## src/design/dcss_params.svh

```systemverilog
// Constants for the decade counter with seven-segment decode
`ifndef DCSS_PARAMS_SVH
`define DCSS_PARAMS_SVH

`define DCSS_JW          5
`define DCSS_JZERO       5'h00
`define DCSS_SEGW        7
`define DCSS_SEG_ALL     7'h7F
`define DCSS_SEG_OFF     7'h00
`define DCSS_DIGW        4
`define DCSS_PINW        6

`define DCSS_ADDR_CTRL   12'h000
`define DCSS_ADDR_STAT   12'h004
`define DCSS_AW          12

`define DCSS_CTRL_VAR    0
`define DCSS_CTRL_SRST   1
`define DCSS_CTRL_SINH   2
`define DCSS_CTRL_RST    3'h0

`define DCSS_PIN_CLK     0
`define DCSS_PIN_RST     1
`define DCSS_PIN_INH     2
`define DCSS_PIN_DE      3
`define DCSS_PIN_RBI     4
`define DCSS_PIN_LT      5

`define DCSS_REG_RST     32'h0000_0000

`define DCSS_PIN_RST_V   6'h00
`define DCSS_CLK_IDLE    1'b0
`define DCSS_BLANK_IDLE  1'b1
`define DCSS_CARRY_RST   1'b1
`define DCSS_BIT_OFF     1'b0
`define DCSS_SEG_C       2
`define DCSS_RING_MSB    4
`define DCSS_CTRLW       3

`endif

```

## src/design/dcss_pkg.sv

```systemverilog
// Types for the decade counter with seven-segment decode
package dcss_pkg;
	typedef enum logic {
		DCSS_VAR_DISP_EN = 1'b0,
		DCSS_VAR_BLANK   = 1'b1
	} dcss_variant_t;
endpackage

```

## src/design/dcss_top.sv

```systemverilog
// Decade Johnson counter, seven-segment decoder and APB control slave
// Functional notes
// - Five-stage Johnson ring, ten states, decoded
// - High reset level forces zero count
// - Rising clock advances one when enable low
// - Enable high holds the count
// - Illegal ring states return to the cycle
// - Carry completes one period per ten
// - Segments show the current decimal digit
// - Display enable low forces segments low
// - Carry and ungated c ignore display enable
// - Blanking variant segments active high, ungated
// - Blank input low blanks a zero
// - Blank input high shows zero normally
// - Lamp test drives all segments high
// - Counter static, holds without clock edges
//
// Block overview
// The counting ring lives in the pclk domain. The counter clock pin is
// not used as a clock; it is sampled like any other pin and a rising
// level change seen by the synchroniser advances the ring once.
// Because of that the counter pin must stay high and low for at least
// one pclk period each, or an edge is lost. That is the price of
// keeping one clock domain and avoiding a second clock tree.
//
// Pin timing, counted in pclk edges after a pin change
// Edge 1: first synchroniser stage captures the pin
// Edge 2: second stage holds it, edge detect sees the change
// Edge 3: the ring steps, or is forced to zero
// Edge 4: segments, carry and the blank chain output follow
//
// Count reset
// Either the reset pin or the software reset bit holds the ring at
// zero. While held, counter pin edges are ignored, not queued.
//
// Hold
// Either the inhibit pin or the software hold bit stops counting.
// An edge that arrives during the hold is dropped for good.
//
// Ring recovery
// A code outside the ten legal ones is sent to zero on the next pclk edge.
// It cannot arise from the shift itself; it guards against upsets.
//
// Variants, chosen by control bit 0
// Display enable variant: segments gated by the enable pin, the c
// segment and the carry run ungated, the enable is echoed out, and
// the blank chain output stays high.
// Ripple blanking variant: the enable pin no longer gates segments,
// a zero is blanked when the chain input is low, lamp test lights all
// segments and leaves the chain output alone.
//
// Register map
// Control at offset 0: variant, software reset, software hold
// Status at offset 4: ring code, digit and carry, read only
// Any other offset answers with an error and reads zero.
//
// Bus timing
// Ready comes one cycle after the first access cycle, so each access
// lasts two cycles. A write lands at the edge where ready is seen.
//
// Local design decisions: the address map and the APB register port.
`timescale 1ns/1ns
`include "dcss_params.svh"

module dcss_top (
	input  wire logic        pclk,
	input  wire logic        presetn,
	input  wire logic        psel,
	input  wire logic        penable,
	input  wire logic        pwrite,
	input  wire logic [11:0] paddr,
	input  wire logic [31:0] pwdata,
	output logic      [31:0] prdata,
	output logic             pready,
	output logic             pslverr,
	input  wire logic        count_clk,
	input  wire logic        count_reset,
	input  wire logic        count_inhibit,
	input  wire logic        disp_en_in,
	input  wire logic        blank_chain_in,
	input  wire logic        lamp_test,
	output logic      [6:0]  seg,
	output logic             seg_c_ungated,
	output logic             disp_en_out,
	output logic             blank_chain_out,
	output logic             decade_carry
);

	// Ring state to digit; illegal codes give zero but never leave the decoder
	function automatic logic [3:0] dcss_digit(input logic [4:0] j);
		logic [3:0] d;
		d = 4'h0;
		case (j)
			5'h00: d = 4'h0;
			5'h01: d = 4'h1;
			5'h03: d = 4'h2;
			5'h07: d = 4'h3;
			5'h0F: d = 4'h4;
			5'h1F: d = 4'h5;
			5'h1E: d = 4'h6;
			5'h1C: d = 4'h7;
			5'h18: d = 4'h8;
			5'h10: d = 4'h9;
			default: d = 4'h0;
		endcase
		return d;
	endfunction

	// Ten legal codes of the twisted ring
	function automatic logic dcss_legal(input logic [4:0] j);
		logic ok;
		ok = 1'b0;
		case (j)
			5'h00, 5'h01, 5'h03, 5'h07, 5'h0F,
			5'h1F, 5'h1E, 5'h1C, 5'h18, 5'h10: ok = 1'b1;
			default: ok = 1'b0;
		endcase
		return ok;
	endfunction

	// Digit to segments, bit 0 is a, bit 6 is g
	function automatic logic [6:0] dcss_segs(input logic [3:0] d);
		logic [6:0] s;
		s = 7'h00;
		case (d)
			4'h0: s = 7'h3F;
			4'h1: s = 7'h06;
			4'h2: s = 7'h5B;
			4'h3: s = 7'h4F;
			4'h4: s = 7'h66;
			4'h5: s = 7'h6D;
			4'h6: s = 7'h7D;
			4'h7: s = 7'h07;
			4'h8: s = 7'h7F;
			4'h9: s = 7'h6F;
			default: s = 7'h00;
		endcase
		return s;
	endfunction

	logic [`DCSS_PINW-1:0] pin_s1_q;
	logic [`DCSS_PINW-1:0] pin_s2_q;
	logic                  clk_prev_q;
	logic [`DCSS_JW-1:0]   ring_q;
	logic [`DCSS_JW-1:0]   ring_d;
	logic [2:0]            ctrl_q;
	logic [6:0]            seg_d;

	wire logic [`DCSS_PINW-1:0] pins_raw = {lamp_test, blank_chain_in, disp_en_in,
	                                        count_inhibit, count_reset, count_clk};

	// First stage may go metastable; only the second stage reads it
	always_ff @(posedge pclk or negedge presetn) begin
		if (!presetn) begin
			pin_s1_q <= `DCSS_PIN_RST_V;
		end else begin
			pin_s1_q <= pins_raw;
		end
	end

	// Second stage; every pin is settled here before logic sees it
	always_ff @(posedge pclk or negedge presetn) begin
		if (!presetn) begin
			pin_s2_q <= `DCSS_PIN_RST_V;
		end else begin
			pin_s2_q <= pin_s1_q;
		end
	end

	// Previous clock pin level; resets to the idle low, so no false edge
	always_ff @(posedge pclk or negedge presetn) begin
		if (!presetn) begin
			clk_prev_q <= `DCSS_CLK_IDLE;
		end else begin
			clk_prev_q <= pin_s2_q[`DCSS_PIN_CLK];
		end
	end

	wire logic clk_s     = pin_s2_q[`DCSS_PIN_CLK];
	wire logic rst_s     = pin_s2_q[`DCSS_PIN_RST];
	wire logic inh_s     = pin_s2_q[`DCSS_PIN_INH];
	wire logic de_s      = pin_s2_q[`DCSS_PIN_DE];
	wire logic rbi_s     = pin_s2_q[`DCSS_PIN_RBI];
	wire logic lt_s      = pin_s2_q[`DCSS_PIN_LT];
	wire logic var_blank = (ctrl_q[`DCSS_CTRL_VAR] == dcss_pkg::DCSS_VAR_BLANK);

	wire logic clk_rise  = clk_s & ~clk_prev_q;
	wire logic inhibit   = inh_s | ctrl_q[`DCSS_CTRL_SINH];
	wire logic zero_req  = rst_s | ctrl_q[`DCSS_CTRL_SRST];

	wire logic [4:0] ring_shift = {ring_q[3:0], ~ring_q[4]};

	// Reset dominates; otherwise step on an enabled edge, else hold
	always_comb begin
		ring_d = ring_q;
		if (zero_req) begin
			ring_d = `DCSS_JZERO;
		end else if (!dcss_legal(ring_q)) begin
			ring_d = `DCSS_JZERO;
		end else if (clk_rise && !inhibit) begin
			ring_d = ring_shift;
		end
	end

	// plain flops, state is held while no edge arrives
	always_ff @(posedge pclk or negedge presetn) begin
		if (!presetn) begin
			ring_q <= `DCSS_JZERO;
		end else begin
			ring_q <= ring_d;
		end
	end

	wire logic [3:0] digit     = dcss_digit(ring_q);
	wire logic [6:0] seg_dec   = dcss_segs(digit);
	wire logic       is_zero   = (digit == 4'h0);
	// blank a zero when the chain input is low
	// a high chain input shows the zero
	wire logic       blank_now = ~rbi_s & is_zero;

	// Segment selection per variant
	always_comb begin
		seg_d = seg_dec;
		if (var_blank) begin
			if (lt_s) begin
				seg_d = `DCSS_SEG_ALL;
			end else if (blank_now) begin
				seg_d = `DCSS_SEG_OFF;
			end else begin
				seg_d = seg_dec;
			end
		end else begin
			seg_d = de_s ? seg_dec : `DCSS_SEG_OFF;
		end
	end

	// Segments are registered, so they trail the count by one pclk
	always_ff @(posedge pclk or negedge presetn) begin
		if (!presetn) begin
			seg <= `DCSS_SEG_OFF;
		end else begin
			seg <= seg_d;
		end
	end

	always_ff @(posedge pclk or negedge presetn) begin
		if (!presetn) begin
			seg_c_ungated <= `DCSS_BIT_OFF;
		end else begin
			seg_c_ungated <= seg_dec[`DCSS_SEG_C];
		end
	end

	always_ff @(posedge pclk or negedge presetn) begin
		if (!presetn) begin
			disp_en_out <= `DCSS_BIT_OFF;
		end else begin
			disp_en_out <= de_s;
		end
	end

	// low only on a zero with the chain input low, lamp test or not
	// feeds the neighbouring digit's chain input
	always_ff @(posedge pclk or negedge presetn) begin
		if (!presetn) begin
			blank_chain_out <= `DCSS_BLANK_IDLE;
		end else begin
			blank_chain_out <= ~(var_blank & blank_now);
		end
	end

	// high for 0..4, low for 5..9, rises on 9 to 0
	always_ff @(posedge pclk or negedge presetn) begin
		if (!presetn) begin
			decade_carry <= `DCSS_CARRY_RST;
		end else begin
			decade_carry <= ~ring_q[`DCSS_RING_MSB];
		end
	end

	// APB decode: one wait state, answer registered
	wire logic       acc      = psel & penable & ~pready;
	wire logic       hit_ctrl = (paddr == `DCSS_ADDR_CTRL);
	wire logic       hit_stat = (paddr == `DCSS_ADDR_STAT);
	wire logic       mapped   = hit_ctrl | hit_stat;
	// Write lands at the edge where the master sees ready high
	wire logic       wr_ctrl  = psel & penable & pready & pwrite & hit_ctrl;
	wire logic [31:0] rd_mux  = hit_ctrl ? {29'h0000_0000, ctrl_q} :
	                            hit_stat ? {19'h0_0000, decade_carry, digit, 3'h0, ring_q} :
	                            `DCSS_REG_RST;

	// Control register: variant, software reset, software hold
	always_ff @(posedge pclk or negedge presetn) begin
		if (!presetn) begin
			ctrl_q <= `DCSS_CTRL_RST;
		end else if (wr_ctrl) begin
			ctrl_q <= pwdata[`DCSS_CTRLW-1:0];
		end
	end

	// Ready is a one-cycle pulse, one cycle after the first access edge
	always_ff @(posedge pclk or negedge presetn) begin
		if (!presetn) begin
			pready <= `DCSS_BIT_OFF;
		end else begin
			pready <= acc;
		end
	end

	// Unmapped addresses answer with an error beside ready
	always_ff @(posedge pclk or negedge presetn) begin
		if (!presetn) begin
			pslverr <= `DCSS_BIT_OFF;
		end else begin
			pslverr <= acc & ~mapped;
		end
	end

	// Read data stands only in the ready cycle, zero otherwise
	always_ff @(posedge pclk or negedge presetn) begin
		if (!presetn) begin
			prdata <= `DCSS_REG_RST;
		end else begin
			prdata <= (acc && !pwrite) ? rd_mux : `DCSS_REG_RST;
		end
	end

endmodule

```

## config.mk

```make
export PLATFORM = sky130hd
export DESIGN_NAME = dcss_top
export DESIGN_NICKNAME = d
export VERILOG_FILES = /design/src/design/dcss_pkg.sv /design/src/design/dcss_top.sv
export VERILOG_INCLUDE_DIRS = /design/src /design/src/design
export SDC_FILE = /design/constraint.sdc
export NUM_CORES = 1
export LEC_CHECK = 0
export BUFFER_PORTS_ARGS = -buffer_cell sky130_fd_sc_hd__buf_2
export CORE_UTILIZATION = 46
export CTS_CLUSTER_SIZE = 20
export DETAILED_ROUTE_END_ITERATION = 8
export HOLD_SLACK_MARGIN = 0.03
export PLACE_DENSITY_LB_ADDON = 0.05
export SLEW_MARGIN = 20
export SYNTH_ARGS = -nofsm -noshare
export SYNTH_HDL_FRONTEND = slang
export SYNTH_SLANG_ARGS = --single-unit
```

## constraint.sdc

```tcl
create_clock -name pclk -period 2.7 [get_ports pclk]
set_clock_uncertainty 0.1 [all_clocks]
set_input_delay 0.27 -clock pclk [delete_from_list [all_inputs] [get_ports pclk]]
set_output_delay 0.27 -clock pclk [all_outputs]
set_load 0.03 [all_outputs]
```

==> flow_summary.yaml <==
outcome:
  status: "completed"
sta:
  whs_ps: 6.17
  period_share_pct: 89.6
  worst_slack_ps: 281
  drv_slew: 0
  fin_crit_ps: 2420
  tns_ps: 0
  setup_viol: 0
  rsz0062_at_grt: "no"
  max_freq_mhz: 413
  worst_pin_slew_ps: 914
  maxSlewHeadroom_pct: 39.0
  final-hold-violation-count: 0
setup_path:
  end_kind: "register"
  critPathMaxFanout: 10
  crit_slowest_cell: "dfrtp_1"
  cp_common_cell: "ha_1"
  worst-path-buf-inv: 1
  slowest_delay_ps: 520
  worstPathRequired_ps: 2760
  cp.arrival_ps: 2480
  crit_path_start_kind: "register"
  cp_top_family: "compound AO/OA/AOI/OAI gates"
  crit_chain: "inv_1 -> ha_1 -> nand3b_1 -> o21a_1 -> o22a_1 -> ha_1 -> nand4b_1 -> o22ai_2 -> a22oi_1"
  path_class: "reg2reg"
pwr:
  p_per_area_nw_per_um2: 505
  p_leak_nw: 1.22
  ir_worst_vdd_uv: 306
floorplanning:
  fp.dieArea_um2: 4770
  boundaryPins: 100
  die_x_um: 69.1
  fp.dieH_um: 69.1
  core_area_um2: 4350
  rows: 24
  start_util_pct: 47.6
final_layout:
  fill_cells: 394
  antenna_cells: 0
  drive_above_1_share_pct: 30.7
  final_util_pct: 56.2
  nNetsFinal: 302
  area_growth_pct: 18.2
synthesis:
  synth_area_per_cell_um2: 11.6
  synthCells: 179
  ys_ff_latch: 44
  synth_top_cell_area_share_pct: 50.8
  synthArstFlopShare_pct: 100
  yosysUniqueCellTypes: 45
  synth-main-ff-cell: "dfrtp_1"
  syn_area_um2: 2070
  synth_top_area_cell: "dfrtp_1"
  ys_seq_area_share_pct: 53.3
  synth_edf_count: 0
  ys_warn_count: 0
  synthTopCellsByArea: "dfrtp_1 51%, buf_4 8.0%, ha_1 6.0%"
detailed_routing:
  m1WireLength_um: 1560
  firstDrtPassIters: 4
  wirelength_um: 3720
  highest_layer: "met4"
  via_count: 1457
  dr_wl_met3_um: 198
  wl_per_cell_um: 12.8
  vias_per_cell: 5.02
  wl_met2_um: 1910
  postRouteAntennaNets: 0
  first_iter_violations: 63
  drc: 0
grt:
  grt_pass1_vias: 1387
  grt_remaining_overflow: 0
  grt_use_total_pct: 16.7
  antenna_found_initial: 0
  grt_max_degree: 45
  grt_pass1_wl_um: 6330
clock_tree:
  cts-root-buf: "clkbuf_8"
  clkTransAtPathRegs_ps: 80
  clock_latency_ps: 290
  clock-sinks: 44
  numCtsBuffers: 5
  htree_levels: 2
  clockBufferDepth: 2
  cts_tree: "yes"
hold_path:
  hp-class: "in2async"
placed_design:
  dpl_worst_slack_ps: 204
  hpwl_um: 2720
  gp_congestion: 0.782
  io_buffers: 48
job:
  drv_cap: 0
## through the flow
step | instance area (um^2) | power, mW | cells
finish | 2450 | 1.24 | 290
global route | 2450 | 1.30 | 290
CTS | 2440 | 1.25 | 290
detailed placement | 2290 | 0.831 | 276
global placement | 2290 | 0.827 | 276
floorplan | 2150 | 0.810 | 200
## registers in the layout (all words and copies together), names as in the netlist, 3 cells and up
signal / cells
ring_q: 5
pin_s2_q: 6
pin_s1_q: 6
seg: 7
prdata: 10
ctrl_q: 3
## synthesized netlist by cell type (4+ instances only)
cell and n:
ha_1 10, mux2i_1 7, nand2b_1 4, dfrtp_1 42, nand2_1 5, and2_1 4, nor4_1 4, o21ai_0 5
mux2_2 6, nor2_1 15, buf_4 22, inv_1 8
## routing by layer
metal	up-vias	track usage [%]
li1	681	-
met1	708	20.5
met2	61	28.2
met3	7	4.82
met4	0	5.44
met5	-	0
## cells by family after synthesis
logic type / share of synthesized area (%)
muxes: 6.65
DFF: 53.3
other: 0.181
buffers and inverters: 10.2
AOI/OAI and AO/OA: 7.55
and+or+nand+nor: 16.1
adders and majority gates: 6.04
## cell type report
type                            count  area (um^2)  share of cell area, %
Clock inverter                      2         10.0                  0.409
Timing Repair Buffer               56          315                   12.9
Inverter                            8         30.0                   1.23
Multi-Input combinational cell    122          841                   34.4
Clock buffer                        6         82.6                   3.37
Tap cell                           52         65.1                   2.66
Sequential cell                    44         1100                   45.1
## where the power goes
group	total, mW	internal [mW]	switching [mW]
registers	0.687	0.677	0.00986
clock network	0.412	0.204	0.208
logic	0.137	0.0408	0.0963
## worst reg2reg max path, cell delays in order (launching register included)
cell and delay [ps]:
dfrtp_1 520, inv_1 120, ha_1 250, nand3b_1 110
o21a_1 130, o22a_1 250, ha_1 250, nand4b_1 180
o22ai_2 250, a22oi_1 150
## path summary, 6_finish.rpt
path,slack (ps),from,end,cells past startpoint
max in group asynchronous,1920,presetn,ring_q[0],1
worst max-delay path,280,ring_q[0],seg[0],9
worst min-delay path,6,presetn,prdata[12],1
min in group pclk,110,pwdata[1],ctrl_q[1],2
worst max register to register,280,ring_q[0],seg[0],9
worst min register to register,250,pin_s1_q[5],pin_s2_q[5],0
## timing repair
| action | 4_1_cts | 5_1_grt |
|---|---|---|
| resized for setup | 0 | 1 |
| buffers inserted | 0 | 0 |
| endpoints found under the hold margin | 6 | 0 |
| setup endpoints to repair | 0 | 6 |
| hold buffers | 6 | 0 |
## placed cells by master, fill, tap and decap left out, drive strengths merged, types with 2 or more instances in the layout
cell / count
o22ai: 2
or4: 3
nor4: 5
nand2b: 4
conb: 22
nor2b: 3
clkinv: 2
inv: 8
dfstp: 2
nand3: 3
ha: 10
nor2: 15
a211oi: 2
mux2i: 7
a22oi: 2
dfrtp: 42
o21ai: 5
mux2: 6
nand2: 5
a21oi: 3
buf: 50
nor3b: 2
clkbuf: 6
or3: 2
dlygate4sd3: 6
and2: 6
No activity file was read; power rests on OpenSTA's default activity.
